==> src/rtl/evd_pkg.sv <==
/*
 * Shared constants and types for the exception vector dispatch block:
 * control block offsets, priority levels, vector codes, register map,
 * state and event enumerations.
 * Assumes a 32-bit physical address space and 512-byte pages.
 */
package evd_pkg;

  ////////////////////////////////////////////////////////////////////////////
  // control block layout
  localparam int PAGE_BITS = 9;
  localparam logic [9:0] OFF_MCHK = 10'h004;
  localparam logic [9:0] OFF_KSNV = 10'h008;
  localparam logic [9:0] OFF_PWRF = 10'h00c;
  localparam logic [9:0] OFF_RSVI = 10'h010;
  localparam logic [9:0] OFF_CUSTI = 10'h014;
  localparam logic [9:0] OFF_RSVOP = 10'h018;
  localparam logic [9:0] OFF_RSVAM = 10'h01c;
  localparam logic [9:0] OFF_ACV = 10'h020;
  localparam logic [9:0] OFF_TNV = 10'h024;
  localparam logic [9:0] OFF_TRACE = 10'h028;
  localparam logic [9:0] OFF_BPT = 10'h02c;
  localparam logic [9:0] OFF_COMPAT = 10'h030;
  localparam logic [9:0] OFF_ARITH = 10'h034;
  localparam logic [9:0] OFF_CHANGE_TO_KERNEL_TRAP = 10'h040;
  localparam logic [9:0] OFF_CHANGE_TO_EXEC_TRAP = 10'h044;
  localparam logic [9:0] OFF_CHANGE_TO_SUPER_TRAP = 10'h048;
  localparam logic [9:0] OFF_CHANGE_TO_USER_TRAP = 10'h04c;
  localparam logic [9:0] OFF_CRD = 10'h054;
  localparam logic [9:0] OFF_SW_BASE = 10'h080;
  localparam logic [9:0] OFF_BP_BASE = 10'h100;
  localparam logic [9:0] OFF_PB_BASE = 10'h200;
  localparam logic [9:0] OFF_PB_LAST = 10'h3fc;

  ////////////////////////////////////////////////////////////////////////////
  // priority levels and vector codes
  localparam logic [4:0] IPL_HIGH = 5'h1f;
  localparam logic [4:0] IPL_PWRF = 5'h1e;
  localparam logic [4:0] IPL_CRD = 5'h1a;
  localparam logic [4:0] IPL_DEV_BASE = 5'h14;
  localparam logic [1:0] VC_KSTK = 2'h0;
  localparam logic [1:0] VC_ISTK = 2'h1;
  localparam logic [1:0] VC_WCS = 2'h2;
  localparam logic [1:0] VC_RSVD = 2'h3;
  localparam logic [1:0] NPARAM_IMPL = 2'h3;

  ////////////////////////////////////////////////////////////////////////////
  // register map
  localparam logic [3:0] REG_CBB = 4'h0;
  localparam logic [3:0] REG_STAT = 4'h4;
  localparam int STAT_HALT_BIT = 31;
  localparam int STAT_BUSY_BIT = 30;

  ////////////////////////////////////////////////////////////////////////////
  // types
  typedef enum logic [3:0] {
    EXC_MCHK, EXC_RSVI, EXC_CUSTI, EXC_RSVOP, EXC_RSVAM, EXC_ACV, EXC_TNV,
    EXC_TRACE, EXC_BPT, EXC_COMPAT, EXC_ARITH, EXC_CHANGE_TO_KERNEL_TRAP, EXC_CHANGE_TO_EXEC_TRAP,
    EXC_CHANGE_TO_SUPER_TRAP, EXC_CHANGE_TO_USER_TRAP
  } evd_exc_e;

  typedef enum logic [2:0] {
    STK_KERNEL = 3'h0,
    STK_EXEC = 3'h1,
    STK_SUPER = 3'h2,
    STK_USER = 3'h3,
    STK_INTR = 3'h4
  } evd_stk_e;

  typedef enum logic [2:0] {
    S_IDLE = 3'b001,
    S_FETCH = 3'b010,
    S_HALT = 3'b100
  } evd_state_e;

endpackage

==> src/rtl/evd_dispatch.sv <==
/*
 * Exception and interrupt vector dispatch: picks an event, fetches its
 * vector from the system control block and hands stack, program counter
 * and priority level to the sequencer.
 * Assumes external requesters hold their data stable while the request
 * is high and until acknowledged; the memory port answers with one
 * mem_valid pulse per mem_req.
 */
`timescale 1ns/1ps
module evd_dispatch
  import evd_pkg::*;
#(
  parameter int SW_LVLS = 15
)
(
  input wire logic ref_clk,
  input wire logic nrst,
  input wire logic [3:0] reg_addr,
  input wire logic [31:0] reg_wdata,
  input wire logic reg_wr,
  input wire logic reg_rd,
  output logic [31:0] reg_rdata,
  input wire logic exc_req,
  input wire evd_pkg::evd_exc_e exc_class,
  input wire logic push_fault,
  input wire logic cur_is,
  input wire logic [4:0] cur_ipl,
  input wire logic wcs_loaded,
  input wire logic [SW_LVLS-1:0] sw_req,
  input wire logic pwr_fail_req,
  input wire logic crd_req,
  input wire logic bp_req,
  input wire logic [3:0] bp_unit,
  input wire logic [1:0] bp_lvl,
  input wire logic pb_req,
  input wire logic [8:0] pb_vec,
  input wire logic [1:0] pb_lvl,
  output logic [3:0] irq_ack,
  output logic [SW_LVLS-1:0] sw_ack,
  output logic irq_block,
  output logic mem_req,
  output logic [31:0] mem_addr,
  input wire logic mem_valid,
  input wire logic [31:0] mem_data,
  output logic disp_valid,
  output evd_pkg::evd_stk_e disp_stack,
  output logic [31:0] disp_pc,
  output logic disp_ipl_load,
  output logic [4:0] disp_ipl,
  output logic [1:0] disp_nparam,
  output logic disp_wcs,
  output logic [13:0] disp_wcs_arg,
  output logic disp_halt
);
  import evd_pkg::*;

  ////////////////////////////////////////////////////////////////////////////
  // functions

  function automatic logic [9:0] exc_offset(input evd_exc_e c);
    logic [9:0] o;
    o = OFF_RSVI;
    unique case (c)
      EXC_MCHK: o = OFF_MCHK;
      EXC_RSVI: o = OFF_RSVI;
      EXC_CUSTI: o = OFF_CUSTI;
      EXC_RSVOP: o = OFF_RSVOP;
      EXC_RSVAM: o = OFF_RSVAM;
      EXC_ACV: o = OFF_ACV;
      EXC_TNV: o = OFF_TNV;
      EXC_TRACE: o = OFF_TRACE;
      EXC_BPT: o = OFF_BPT;
      EXC_COMPAT: o = OFF_COMPAT;
      EXC_ARITH: o = OFF_ARITH;
      EXC_CHANGE_TO_KERNEL_TRAP: o = OFF_CHANGE_TO_KERNEL_TRAP;
      EXC_CHANGE_TO_EXEC_TRAP: o = OFF_CHANGE_TO_EXEC_TRAP;
      EXC_CHANGE_TO_SUPER_TRAP: o = OFF_CHANGE_TO_SUPER_TRAP;
      EXC_CHANGE_TO_USER_TRAP: o = OFF_CHANGE_TO_USER_TRAP;
      default: o = OFF_RSVI;
    endcase
    return o;
  endfunction

  function automatic logic [1:0] exc_nparam(input evd_exc_e c);
    logic [1:0] n;
    n = 2'h0;
    unique case (c)
      EXC_MCHK: n = NPARAM_IMPL;
      EXC_ACV, EXC_TNV: n = 2'h2;
      EXC_RSVAM, EXC_COMPAT, EXC_ARITH: n = 2'h1;
      EXC_CHANGE_TO_KERNEL_TRAP, EXC_CHANGE_TO_EXEC_TRAP, EXC_CHANGE_TO_SUPER_TRAP, EXC_CHANGE_TO_USER_TRAP: n = 2'h1;
      default: n = 2'h0;
    endcase
    return n;
  endfunction

  function automatic logic [3:0] sw_top(input logic [SW_LVLS-1:0] r);
    logic [3:0] lv;
    lv = 4'h0;
    for (int i = 0; i < SW_LVLS; i++) begin
      if (r[i]) begin
        lv = 4'(i + 1);
      end
    end
    return lv;
  endfunction

  ////////////////////////////////////////////////////////////////////////////
  // pin synchronisers

  localparam int PIN_W = 21;
  logic [PIN_W-1:0] pin_meta;
  logic [PIN_W-1:0] pin_sync;

  always_ff @(posedge ref_clk or negedge nrst) begin
    if (!nrst) begin
      pin_meta <= '0;
      pin_sync <= '0;
    end else begin
      pin_meta <= {pwr_fail_req, crd_req, bp_req, bp_unit, bp_lvl, pb_req, pb_vec, pb_lvl};
      pin_sync <= pin_meta;
    end
  end

  logic s_pwr, s_crd, s_bp, s_pb;
  logic [3:0] s_bp_unit;
  logic [1:0] s_bp_lvl, s_pb_lvl;
  logic [8:0] s_pb_vec;
  assign {s_pwr, s_crd, s_bp, s_bp_unit, s_bp_lvl, s_pb, s_pb_vec, s_pb_lvl} = pin_sync;

  ////////////////////////////////////////////////////////////////////////////
  // registers

  logic [31:0] cbb;
  evd_state_e state;
  logic [9:0] ev_off;

  always_ff @(posedge ref_clk) begin
    if (reg_wr && reg_addr == REG_CBB) begin
      cbb <= {reg_wdata[31:PAGE_BITS], {PAGE_BITS{1'b0}}};
    end
  end

  always_ff @(posedge ref_clk or negedge nrst) begin
    if (!nrst) begin
      reg_rdata <= 32'h0;
    end else if (reg_rd) begin
      unique case (reg_addr)
        REG_CBB: reg_rdata <= cbb;
        REG_STAT: reg_rdata <= {state == S_HALT, state != S_IDLE, 20'h0, ev_off};
        default: reg_rdata <= 32'h0;
      endcase
    end else begin
      reg_rdata <= 32'h0;
    end
  end

  ////////////////////////////////////////////////////////////////////////////
  // event selection

  logic [3:0] sw_lvl;
  logic [4:0] bp_ipl, pb_ipl;
  logic take_pwr, take_crd, take_bp, take_pb, take_sw;

  assign sw_lvl = sw_top(sw_req);
  // peripheral request levels map to 14..17
  assign bp_ipl = IPL_DEV_BASE + {3'h0, s_bp_lvl};
  assign pb_ipl = IPL_DEV_BASE + {3'h0, s_pb_lvl};
  assign take_pwr = s_pwr && IPL_PWRF > cur_ipl;
  assign take_crd = !take_pwr && s_crd && IPL_CRD > cur_ipl;
  assign take_bp = !take_pwr && !take_crd && s_bp && bp_ipl > cur_ipl &&
                   !(s_pb && pb_ipl > bp_ipl);
  assign take_pb = !take_pwr && !take_crd && !take_bp && s_pb && pb_ipl > cur_ipl;
  assign take_sw = !take_pwr && !take_crd && !take_bp && !take_pb &&
                   sw_lvl != 4'h0 && {1'b0, sw_lvl} > cur_ipl;

  logic any_irq;
  logic start;
  assign any_irq = take_pwr || take_crd || take_bp || take_pb || take_sw;
  assign start = state == S_IDLE && (push_fault || exc_req || any_irq);

  logic ev_exc, ev_ksnv, ev_chm;
  logic [1:0] ev_chm_mode;
  logic [4:0] ev_ipl;
  logic [1:0] ev_nparam;

  always_ff @(posedge ref_clk or negedge nrst) begin
    if (!nrst) begin
      ev_off <= 10'h0;
      ev_exc <= 1'b0;
      ev_ksnv <= 1'b0;
      ev_chm <= 1'b0;
      ev_chm_mode <= 2'h0;
      ev_ipl <= 5'h0;
      ev_nparam <= 2'h0;
    end else if (start) begin
      ev_ksnv <= push_fault;
      ev_exc <= push_fault || exc_req;
      ev_chm <= !push_fault && exc_req && exc_class >= EXC_CHANGE_TO_KERNEL_TRAP;
      ev_chm_mode <= 2'(exc_class - EXC_CHANGE_TO_KERNEL_TRAP);
      ev_ipl <= cur_ipl;
      ev_nparam <= 2'h0;
      if (push_fault) begin
        ev_off <= OFF_KSNV;
      end else if (exc_req) begin
        ev_off <= exc_offset(exc_class);
        ev_nparam <= exc_nparam(exc_class);
      end else if (take_pwr) begin
        ev_off <= OFF_PWRF;
        ev_ipl <= IPL_PWRF;
      end else if (take_crd) begin
        ev_off <= OFF_CRD;
        ev_ipl <= IPL_CRD;
        ev_nparam <= NPARAM_IMPL;
      end else if (take_bp) begin
        ev_off <= OFF_BP_BASE + {2'h0, s_bp_lvl, s_bp_unit, 2'h0};
        ev_ipl <= bp_ipl;
      end else if (take_pb) begin
        ev_off <= OFF_PB_BASE + {1'b0, s_pb_vec[8:2], 2'h0};
        ev_ipl <= pb_ipl;
      end else begin
        ev_off <= OFF_SW_BASE + {4'h0, sw_lvl, 2'h0};
        ev_ipl <= {1'b0, sw_lvl};
      end
    end
  end

  // acknowledge the chosen interrupt source
  always_ff @(posedge ref_clk or negedge nrst) begin
    if (!nrst) begin
      irq_ack <= 4'h0;
      sw_ack <= '0;
    end else begin
      irq_ack <= '0;
      sw_ack <= '0;
      if (start && !push_fault && !exc_req) begin
        irq_ack <= {take_pb, take_bp, take_crd, take_pwr};
        if (take_sw) begin
          sw_ack <= SW_LVLS'(1) << (sw_lvl - 4'h1);
        end
      end
    end
  end

  ////////////////////////////////////////////////////////////////////////////
  // fetch sequencer

  evd_stk_e dec_stack;
  logic [31:0] dec_pc;
  logic dec_ipl_load, dec_wcs, dec_halt;
  logic [4:0] dec_ipl;
  logic [13:0] dec_wcs_arg;
  logic fetched;

  assign fetched = state == S_FETCH && mem_valid;

  evd_vec_decode u_decode (
    .vec(mem_data),
    .cur_is(cur_is),
    .is_exc(ev_exc),
    .ksnv(ev_ksnv),
    .chm(ev_chm),
    .chm_mode(ev_chm_mode),
    .ev_ipl(ev_ipl),
    .wcs_loaded(wcs_loaded),
    .stack(dec_stack),
    .pc(dec_pc),
    .ipl_load(dec_ipl_load),
    .interrupt_priority_level(dec_ipl),
    .wcs(dec_wcs),
    .wcs_arg(dec_wcs_arg),
    .halt(dec_halt)
  );

  evd_state_e next_state;
  always_comb begin
    next_state = state;
    unique case (state)
      S_IDLE: begin
        if (start) begin
          next_state = S_FETCH;
        end
      end
      S_FETCH: begin
        if (mem_valid) begin
          next_state = dec_halt ? S_HALT : S_IDLE;
        end
      end
      S_HALT: next_state = S_HALT;
      default: next_state = S_HALT;
    endcase
  end

  always_ff @(posedge ref_clk or negedge nrst) begin
    if (!nrst) begin
      state <= S_IDLE;
    end else begin
      state <= next_state;
    end
  end

  always_ff @(posedge ref_clk or negedge nrst) begin
    if (!nrst) begin
      mem_req <= 1'b0;
      mem_addr <= 32'h0;
    end else if (start) begin
      mem_req <= 1'b1;
      // offset lands one cycle later
      mem_addr <= cbb;
    end else if (state == S_FETCH) begin
      mem_req <= !mem_valid;
      mem_addr <= cbb + {22'h0, ev_off};
    end else begin
      mem_req <= 1'b0;
    end
  end

  always_ff @(posedge ref_clk or negedge nrst) begin
    if (!nrst) begin
      irq_block <= 1'b0;
    end else begin
      irq_block <= next_state != S_IDLE;
    end
  end

  // present results one cycle after the vector
  always_ff @(posedge ref_clk or negedge nrst) begin
    if (!nrst) begin
      disp_valid <= 1'b0;
      disp_stack <= STK_KERNEL;
      disp_pc <= 32'h0;
      disp_ipl_load <= 1'b0;
      disp_ipl <= 5'h0;
      disp_nparam <= 2'h0;
      disp_wcs <= 1'b0;
      disp_wcs_arg <= 14'h0;
    end else begin
      disp_valid <= fetched && !dec_halt;
      if (fetched) begin
        disp_stack <= dec_stack;
        disp_pc <= dec_pc;
        disp_ipl_load <= dec_ipl_load;
        disp_ipl <= dec_ipl;
        disp_nparam <= ev_nparam;
        disp_wcs <= dec_wcs;
        disp_wcs_arg <= dec_wcs_arg;
      end
    end
  end

  always_ff @(posedge ref_clk or negedge nrst) begin
    if (!nrst) begin
      disp_halt <= 1'b0;
    end else if (fetched && dec_halt) begin
      disp_halt <= 1'b1;
    end
  end
endmodule // evd_dispatch

==> src/rtl/evd_vec_decode.sv <==
/*
 * Combinational interpretation of a fetched vector longword.
 * Assumes the caller registers the results and supplies the latched
 * event attributes alongside the vector.
 */
`timescale 1ns/1ps
module evd_vec_decode
  import evd_pkg::*;
(
  input wire logic [31:0] vec,
  input wire logic cur_is,
  input wire logic is_exc,
  input wire logic ksnv,
  input wire logic chm,
  input wire logic [1:0] chm_mode,
  input wire logic [4:0] ev_ipl,
  input wire logic wcs_loaded,
  output evd_pkg::evd_stk_e stack,
  output logic [31:0] pc,
  output logic ipl_load,
  output logic [4:0] interrupt_priority_level,
  output logic wcs,
  output logic [13:0] wcs_arg,
  output logic halt
);

  always_comb begin
    pc = {vec[31:2], 2'b00};
    stack = STK_KERNEL;
    ipl_load = 1'b0;
    interrupt_priority_level = ev_ipl;
    wcs = 1'b0;
    wcs_arg = vec[15:2];
    halt = 1'b0;
    if (chm) begin
      stack = evd_stk_e'({1'b0, chm_mode});
    end else if (vec[1:0] == VC_RSVD) begin
      halt = 1'b1;
    end else if (vec[1:0] == VC_WCS) begin
      wcs = wcs_loaded;
      halt = !wcs_loaded;
    end else if (ksnv) begin
      stack = STK_INTR;
      ipl_load = 1'b1;
      interrupt_priority_level = IPL_HIGH;
    end else if (vec[1:0] == VC_ISTK) begin
      stack = STK_INTR;
      ipl_load = 1'b1;
      interrupt_priority_level = is_exc ? IPL_HIGH : ev_ipl;
    end else begin
      stack = cur_is ? STK_INTR : STK_KERNEL;
      ipl_load = !is_exc;
    end
  end

endmodule // evd_vec_decode

==> config.mk <==
export PLATFORM = sky130hd
export DESIGN_NAME = evd_dispatch
export DESIGN_NICKNAME = d
export VERILOG_FILES = /design/src/rtl/evd_pkg.sv /design/src/rtl/evd_dispatch.sv /design/src/rtl/evd_vec_decode.sv
export SDC_FILE = /design/constraint.sdc
export NUM_CORES = 1
export LEC_CHECK = 0
export BUFFER_PORTS_ARGS = -buffer_cell sky130_fd_sc_hd__clkbuf_2
export CORE_UTILIZATION = 30
export CTS_CLUSTER_SIZE = 12
export DETAILED_ROUTE_END_ITERATION = 12
export PLACE_DENSITY = 0.57
export SYNTH_ARGS = -nofsm -noshare
export SYNTH_HDL_FRONTEND = slang
export SYNTH_SLANG_ARGS = --single-unit
==> constraint.sdc <==
create_clock -name ref_clk -period 2.5 [get_ports ref_clk]
set_clock_uncertainty 0.05 [all_clocks]
set_input_delay 0.375 -clock ref_clk [delete_from_list [all_inputs] [get_ports ref_clk]]
set_output_delay 0.375 -clock ref_clk [all_outputs]
set_load 0.005 [all_outputs]
==> run_results.csv, run 1 <==
group,metric,value,unit
layout,nets,1325,
floorplan,rows,62,
layout,area_delta_synth_final,44.5,%
run,drv_cap,0,
power,leakagePower,6.08,nW
outcome,status,"finished clean",
synth,ys_ff_latch,209,
placed_design,place.port_buffers,249,
layout,seq_area,0.00535,mm2
layout,finish.utilization,44.0,%
drt,drc_errors,0,
hold_path,worstHoldPathType,"in2reg",
placed_design,postPlaceCellArea,0.0107,mm2
drt,viasPerCell,4.60,
floorplan,chipHeight,173,um
drt,vias,7321,
synth,synth_ff_type,"dfrtp_1",
floorplan,initial_core_util,30.5,%
timing,maxSlewViolCount,0,
drt,wl_met1,11.2,mm
synth,synth_top_cell_by_area,"dfrtp_1",
clock_tree,clock-sinks,209,
power,peakVddDrop,534,uV
placed_design,hpwl,17.5,mm
drt,first_pass_iters,5,
timing,max_freq,401,MHz
synth,synth-adder-area-share,2.15,%
drt,antenna_left,0,
clock_tree,cts_htree_levels,1,
worst_setup_path,critPathLaunchType,"input port",
layout,fillCellCount,2713,
worst_setup_path,crit_type,"in2reg",
synth,synth-compound-area-share,13.2,%
synth,yosys_warnings,0,
synth,async_flop_share,89.0,%
timing,maxSlewHeadroom,43.0,%
clock_tree,clkTransAtPathRegs,60,ps
power,cellPowerDensity,651,mW/mm2
clock_tree,root_buffer,"clkbuf_16",
grt,grt.overflow.total,0,
clock_tree,cts_tree,"yes",
synth,muxShareOfSynthArea,0.458,%
worst_setup_path,arrival,2880,ps
floorplan,die_x,173,um
synth,synth_top_family_by_area,"simple AND/OR/NAND/NOR gates",
worst_setup_path,crit_fanout,6,
timing,tightest_slew,848,ps
drt,met3WireLength,1.36,mm
timing,final-hold-violation-count,0,
timing,fin_setup_tns,0,ps
floorplan,die_area,0.0298,mm2
synth,synth_xor_area_share,0.200,%
clock_tree,cts_buffers,24,
worst_setup_path,ff2ff_path_depth,11,
synth,synthTopCellsByArea,"dfrtp_1 53%, edfxtp_1 7.9%, nand2_1 7.7%",
timing,fin_crit_sh,99.8,%
synth,syn_inst,834,
placed_design,dp.cells,1465,
placed_design,gp_congestion,0.809,
synth,synth-edff-count,23,
synth,synth_simple_gate_area_share,18.1,%
timing,rsz0062_at_grt,"true",
grt,grt_use_total,16.3,%
timing,layout_min_cycle_time,2500,ps
synth,ys_seq_area_share,61.2,%
grt,grt_max_degree,64,
layout,layout-drive-gt1-share,35.1,%
grt,grt_pass1_wl,38.9,mm
synth,synth_top_area_share,53.0,%
grt,grt_pass1_vias,7041,
synth,syn_area_per_cell,10.5,um2
layout,multi_input_area,0.00331,mm2
timing,hold_ws,23.9,ps
timing,setup_viol,0,
hold_path,hold_depth,3,
worst_setup_path,endpoint_kind,"flop",
clock_tree,cts_buffer_depth,3,
drt,wl_per_cell,16.2,um
clock_tree,insertion_delay,510,ps
drt,wl_met2,12.6,mm
synth,synth_cell_type_count,64,
grt,antenna_found_initial,1,
floorplan,io_pins,267,
worst_setup_path,critPathRequiredTime,2890,ps
layout,layoutNonFillerInstCount,1590,
synth,syn-cell-area,0.00874,mm2
drt,topRoutingLayerUsed,"met4",
layout,final_area,0.0126,mm2
floorplan,core-area,0.0287,mm2
drt,drt_iter0_drc,415,
drt,wirelength,25.7,mm
[critical path: stages]
cell,delay (ps)
buf_8,100
nor2_4,130
o311ai_4,110
a311oi_2,310
inv_1,130
ha_4,230
nor2b_4,120
o211ai_1,220
a211oi_2,120
buf_4,150
a22oi_2,350
buf_6,190
buf_12,130
a21oi_1,50
a21oi_1,150
[worst paths after layout]
kind / from / to / slack [ps]
worst max-delay path: sw_req[6] / ev_off[4] / 4
worst min-delay path: mem_data[29] / disp_pc[29] / 20
worst max register to register: pin_sync[13] / ev_off[4] / 140
worst min register to register: pin_meta[12] / pin_sync[12] / 300
max in group asynchronous: nrst / pin_meta[18] / 1300
min in group asynchronous: nrst / disp_pc[27] / 390
[layout by cell type (no fill, tap or decap), types with 24 or more instances in the layout]
cell	Yosys	routed
nand2_1	180	179
a21oi_1	59	37
dlygate4sd3_1	0	65
nand3_1	27	27
clkbuf_2	0	243
dfrtp_1	185	185
clkbuf_16	0	30
nor2_1	48	44
buf_4	22	50
o21ai_0	41	38
and2_1	28	28
inv_1	24	24
[power breakdown]
part	leakage, nW	internal (mW)	switching [mW]
logic	3.09	0.473	0.463
clock network	0.392	2.15	1.35
registers	2.60	3.65	0.137
total	6.08	6.27	1.95
[logic make-up (layout without fill, tap and decap cells)]
kind of cell / count (synthesis) / count (layout)
AOI/OAI and AO/OA: 176 / 176
xor gates and xnor gates: 2 / 2
adders and majority gates: 15 / 15
buffers and inverters: 80 / 446
DFF: 209 / 209
muxes: 4 / 4
other: 1 / 7
and+or+nand+nor: 347 / 347
[Yosys cell counts, drive strengths merged (11+ instances only)]
cell type,count
a21oi,62
nand3,28
and2,28
nor3,15
nor2,51
ha,15
edfxtp,23
inv,24
dfrtp,185
nand2,180
o21ai,42
buf,33
o22ai,11
clkbuf,23
nand2b,12
[sequential cells by signal, summed over array words and instances (netlist names), 4 cells and up]
register      flops
mem_addr         30
ev_ipl            5
pin_meta         19
reg_rdata        30
pin_sync         19
irq_ack           4
ev_off            8
sw_ack           15
cbb              23
disp_wcs_arg     13
disp_pc          17
disp_ipl          5
[area by class of cell]
type / count / share of cell area [%]
Antenna cell: 1 / 0.0198
Clock inverter: 8 / 0.743
Inverter: 24 / 0.713
Sequential cell: 209 / 42.3
Multi-Input combinational cell: 550 / 26.2
Timing Repair Buffer: 379 / 20.7
Tap cell: 384 / 3.80
Clock buffer: 35 / 5.56
[through the flow]
step	power, mW	setup WS [ps]
6_report	8.22	3.92
5_1_grt	8.60	-102
4_1_cts	8.31	0.275
3_5_place_dp	4.67	-529
3_3_place_gp	4.65	-457
2_1_floorplan	4.19	-178
[routing by layer]
metal  global-route usage [%]  up-vias
met5                        0        -
met4                     4.90        0
met3                     2.99       34
met2                     27.5      237
met1                     21.2     3495
li1                         -     3555
[timing repair]
item	in CTS	in global routing
buffers inserted	0	10
endpoints found under the setup margin	0	65
hold buffers	64	1
hold endpoints to repair	121	1
gates resized for setup	0	54
No activity file was read; power rests on OpenSTA's default activity.
==> inputs of run 2 (changes only) <==
HOLD_SLACK_MARGIN = 0.06   (was default)
==> run 2 against run 1 <==
  * The flow now finishes with violations (negative setup slack)
  * Die area stayed put
  * Final area up 0.87%
  * Power is 0.29% higher
  * Core utilization up 0.38 points
  * Non-clock buffer count rose by 11
  * Worst setup slack got worse by 6.1 ps
  * Sequential share of layout area down 0.37 points
  * Sequential power barely moved
  * Largest cell class unchanged
  * Maximum frequency decreased by 0.25%
  * Flip-flop and latch count stayed put
  * Routed wire length grew 1.2%
  * Largest power group unchanged
  * Highest routed layer unchanged
==> run_results.csv, run 2 (same netlist as run 1, synthesis figures left out) <==
group,metric,value,unit
worst_setup_path,max_stage_delay,350,ps
timing,maxSlewHeadroom,43.6,%
timing,setup_viol,1,
placed_design,pre_cts_slack,-529,ps
clock_tree,cts_buffers,24,
outcome,status,"finished, violations left",
floorplan,die_x,173,um
grt,grt_max_degree,64,
layout,layout-drive-gt1-share,34.8,%
drt,wl_per_cell,16.2,um
outcome,violations,"negative setup slack",
floorplan,core-area,0.0287,mm2
grt,grt_pass1_vias,7104,
drt,met3WireLength,1.30,mm
worst_setup_path,endpoint_kind,"flop",
hold_path,worstHoldPathType,"in2reg",
placed_design,hpwl,17.5,mm
timing,layout_min_cycle_time,2500,ps
grt,grt_pass1_wl,39.2,mm
timing,finalWorstSetupSlack,-2.22,ps
drt,drc_errors,0,
worst_setup_path,cpMaxStageDelayCell,"a22oi_2",
drt,wirelength,26.0,mm
drt,viasPerCell,4.59,
placed_design,gp_congestion,0.809,
power,peakVddDrop,534,uV
layout,layoutNonFillerInstCount,1601,
clock_tree,clkTransAtPathRegs,60,ps
layout,final_common_cell,"clkbuf_2",
layout,nets,1336,
timing,fin_crit_sh,100,%
worst_setup_path,crit_fanout,6,
drt,drt_iter0_drc,418,
worst_setup_path,cp_top_family,"compound AO/OA/AOI/OAI gates",
drt,wl_met2,12.6,mm
timing,fin_setup_tns,-2.22,ps
timing,tightest_slew,839,ps
layout,mostFrequentLayoutCells,"243 x clkbuf_2, 185 x dfrtp_1, 179 x nand2_1, 76 x dlygate4sd3_1, 50 x buf_4",
floorplan,rows,62,
power,leakagePower,6.13,nW
timing,hold_ws,80.5,ps
drt,antenna_left,0,
drt,topRoutingLayerUsed,"met4",
layout,area_delta_synth_final,45.8,%
clock_tree,insertion_delay,520,ps
clock_tree,clock-sinks,209,
grt,grt_use_total,16.4,%
grt,grt.overflow.total,0,
clock_tree,cts_buffer_depth,3,
run,drv_cap,0,
worst_setup_path,crit_type,"in2reg",
layout,largestRegisters,"mem_addr (30), reg_rdata (30), cbb (23)",
clock_tree,cts_tree,"yes",
placed_design,dp.cells,1465,
timing,final-hold-violation-count,0,
floorplan,io_pins,267,
worst_setup_path,crit_chain,"buf_8 -> nor2_4 -> o311ai_4 -> a311oi_2 -> inv_1 -> ha_4 -> nor2b_4 -> o211ai_1 -> a211oi_2 -> buf_4 -> a22oi_2 -> buf_6 -> clkbuf_16 -> a21oi_2 -> nor3_2",
placed_design,place.port_buffers,249,
floorplan,die_area,0.0298,mm2
floorplan,chipHeight,173,um
timing,rsz0062_at_grt,"true",
clock_tree,cts_htree_levels,1,
clock_tree,root_buffer,"clkbuf_16",
worst_setup_path,critPathRequiredTime,2880,ps
timing,maxSlewViolCount,0,
layout,finish.utilization,44.4,%
grt,antenna_found_initial,1,
worst_setup_path,critPathLaunchType,"input port",
drt,vias,7356,
worst_setup_path,critPathBufInv,5,
drt,first_pass_iters,5,
worst_setup_path,arrival,2880,ps
power,cellPowerDensity,647,mW/mm2
timing,max_freq,400,MHz
drt,wl_met1,11.4,mm
floorplan,initial_core_util,30.5,%
run 2: changes by cell type in the layout (fill, tap and decap cells not counted), sizes merged:
cell	before	now
dlygate4sd3	65	76
run 2: metal layers:
metal | up-vias | global-route usage, %
met2 | 231 | 27.8
met3 | 38 | 3.01
met1 | 3512 | 21.3
met4 | 0 | 5.09
li1 | 3575 | -
met5 | - | 0
run 2: power breakdown:
part,internal (mW),switching [mW]
Combinational,0.484,0.469
Sequential,3.65,0.138
Clock,2.15,1.36
run 2: repair_timing:
action | CTS | global route
hold endpoints to repair | 134 | 0
buffers inserted | 0 | 10
hold buffers | 76 | 0
gates resized for setup | 0 | 54
endpoints found under the setup margin | 0 | 65
run 2: worst paths after layout:
check | startpoint | endpoint | slack [ps] | cells after the start
worst max-delay path | sw_req[6] | mem_addr[19] | -2 | 15
worst min-delay path | mem_data[19] | disp_pc[19] | 80 | 3
worst max register to register | pin_sync[13] | mem_addr[19] | 130 | 11
worst min register to register | pin_meta[12] | pin_sync[12] | 300 | 0
max in group asynchronous | nrst | pin_meta[18] | 1300 | 3
min in group asynchronous | nrst | disp_pc[19] | 390 | 2
run 2: layout make-up:
class	instances	area [um2]
clock buffers	35	703
inverters	24	90.1
well taps	384	480
repair buffers	390	2720
diodes	1	2.50
fillers	2701	16000
multi-input cells	550	3310
clock inverters	8	93.8
flip-flops and latches	209	5350
run 2: per-stage QoR:
stage	instance area, um2	power (mW)
CTS	12300	8.32
finish	12700	8.25
global route	12700	8.62
global placement	10700	4.65
floorplan	8900	4.19
detailed placement	10700	4.67
run 2: worst register-to-register path, stage by stage, from the launching register on:
cell	delay, ps
dfrtp_1	370
buf_4	150
ha_1	280
nor2b_1	130
o21a_1	200
nand3_1	140
nand3_2	130
a22oi_2	330
buf_6	190
clkbuf_16	170
a21oi_2	60
nor3_2	100
==> inputs of run 3 (changes only) <==
PLACE_DENSITY = 0.59   (was 0.57)
clock period = 2.3 ns   (was 2.5 ns; I/O delays follow)
==> run 3 against run 2 <==
  * The flow still finishes with violations (negative setup slack)
  * Final area up 5.8%
  * First-iteration DRC count is 0.24% higher
  * Combinational power is 20% higher
  * Routed wire length up 2.7%
  * Sequential share of layout area down 2.3 points
  * Hold slack better by 29 ps
  * Register-to-register slack lost 190 ps
  * Die area is the same
  * Non-clock buffer count up 44
==> run_results.csv, run 3 (same netlist as run 1, synthesis figures left out) <==
group,metric,value,unit
outcome,status,"finished, violations left",
outcome,violations,"negative setup slack",
drt,drt_iter0_drc,419,
power,cellPowerDensity,671,mW/mm2
grt,grt-busiest-layer,"met2",
worst_setup_path,endpoint_kind,"flop",
drt,viasPerCell,4.67,
floorplan,die_area,0.0298,mm2
clock_tree,clkTransAtPathRegs,60,ps
placed_design,postPlaceCellArea,0.0109,mm2
hold_path,min_from,"sw_req[14]",
timing,rsz0062_at_grt,"true",
layout,final_area,0.0135,mm2
placed_design,hpwl,17.9,mm
drt,wirelength,26.7,mm
clock_tree,cts_buffers,25,
timing,max_freq,407,MHz
clock_tree,insertion_delay,520,ps
placed_design,pre_cts_slack,-783,ps
layout,finish.utilization,47.0,%
grt,grt_pass1_wl,41.6,mm
worst_setup_path,r2r_end,"ev_off[4]",
power,p_clk_share,42.0,%
grt,grt.met1_usage,22.2,%
timing,setup_viol,57,
worst_setup_path,crit_type,"in2reg",
hold_path,worstHoldPathType,"in2reg",
placed_design,place.port_buffers,249,
clock_tree,clock-sinks,209,
clock_tree,cts_tree,"yes",
worst_setup_path,critPathLaunchType,"input port",
layout,layout-drive-gt1-share,40.4,%
timing,fin_setup_tns,-4640,ps
worst_setup_path,crit_fanout,7,
drt,drc_errors,0,
power,p_switching,2.23,mW
worst_setup_path,ff2ff_path_depth,11,
worst_setup_path,ff2ff_setup_slack,-60,ps
timing,finalWorstSetupSlack,-156,ps
floorplan,rows,62,
timing,maxSlewViolCount,0,
grt,grt_use_total,17.4,%
grt,grt_use_met3,2.79,%
worst_setup_path,r2r_start,"pin_sync[13]",
floorplan,initial_core_util,30.5,%
layout,multi_input_area,0.00362,mm2
hold_path,holdPathEnd,"sw_ack[11]",
layout,nets,1381,
grt,grt_use_met2,29.9,%
floorplan,chipHeight,173,um
timing,fin_crit_sh,107,%
drt,antenna_left,0,
timing,layout_min_cycle_time,2460,ps
floorplan,core-area,0.0287,mm2
power,seqPwrFrac,45.5,%
grt,grt.overflow.total,0,
layout,final_common_cell,"clkbuf_2",
layout,largestRegisters,"mem_addr (30), reg_rdata (30), cbb (23)",
worst_setup_path,arrival,2800,ps
clock_tree,cts_buffer_depth,3,
layout,mostFrequentLayoutCells,"243 x clkbuf_2, 185 x dfrtp_1, 170 x nand2_1, 82 x buf_4, 78 x dlygate4sd3_1",
drt,wl_per_cell,16.2,um
hold_path,hold_depth,3,
timing,final-hold-violation-count,0,
power,leakagePower,6.40,nW
run,drv_cap,0,
layout,seq_area,0.00535,mm2
clock_tree,cts_htree_levels,1,
grt,grt_pass1_vias,7652,
power,pwr-share-comb,12.5,%
floorplan,io_pins,267,
timing,maxSlewHeadroom,47.2,%
drt,first_pass_iters,4,
power,swShare,24.6,%
placed_design,gp_congestion,0.821,
layout,fillCellCount,2664,
power,p_int,6.82,mW
grt,antenna_found_initial,1,
grt,grt_max_degree,65,
layout,area_delta_synth_final,54.3,%
clock_tree,root_buffer,"clkbuf_16",
floorplan,die_x,173,um
drt,vias,7676,
power,peakVddDrop,482,uV
power,total_power,9.05,mW
timing,tightest_slew,785,ps
worst_setup_path,critPathRequiredTime,2650,ps
[run 3: cell types whose count changed in the layout (fill, tap and decap cells not counted), sizes merged]
cell,delta
buf,+45
clkbuf,-9
clkinv,+4
dlygate4sd3,+2
clkinvlp,+1
[run 3: final cells by class]
type / instances / area share, %
inverter: 24 / 0.668
antenna: 1 / 0.0186
multi-input combinational: 550 / 26.9
timing repair buffer: 434 / 23.4
clock inverter: 13 / 0.918
tap: 384 / 3.56
sequential: 209 / 39.6
clock buffer: 29 / 4.90
[run 3: what timing repair did]
item	4_1_cts	5_1_grt
hold endpoints to repair	135	0
gates cloned	3	2
pin swaps	20	24
buffers inserted	23	9
setup endpoints to repair	49	71
hold buffers	78	0
gates resized for setup	51	78
[run 3: worst max path at each step]
stage,from,endpoint,slack [ps],depth (start not counted)
floorplan,sw_req[9],mem_addr[10],-350,13
CTS,sw_req[1],ev_off[4],-60,14
global placement,sw_req[9],mem_addr[27],-690,13
global route,sw_req[5],ev_nparam[0],-250,14
detailed placement,sw_req[6],mem_addr[31],-780,13
finish,sw_req[5],mem_addr[18],-160,14
[run 3: per-layer routing]
metal / vias to the layer above / part of all wire, %
li1: 3662 / -
met1: 3693 / 42
met2: 260 / 49
met3: 61 / 5.6
met4: 0 / 3.5
met5: - / 0
[run 3: power by group through the flow]
stage | sequential, mW | combinational [mW] | clock (mW)
after floorplan | 4.16 | 0.402 | 0
after CTS | 4.12 | 1.08 | 3.90
after global placement | 4.17 | 0.911 | 0
after global routing | 4.15 | 1.25 | 4.06
after detailed placement | 4.18 | 0.923 | 0
final | 4.12 | 1.14 | 3.80
[run 3: metrics by stage]
stage          instances  hold slack, ps
2_1_floorplan        839          -0.591
3_5_place_dp        1489             286
4_1_cts             1635            77.5
3_3_place_gp        1489             284
6_report            1644             110
5_1_grt             1643             111
[run 3: critical path, cell delays in order]
cell and delay, ps:
clkbuf_2 110, buf_4 160, nor4_4 260, nand2b_4 190, nand3_2 100, ha_1 330
a41o_1 270, a211oi_2 220, buf_4 170, a22oi_2 110, buf_12 190, buf_16 150
a21oi_4 140, a21oi_2 40
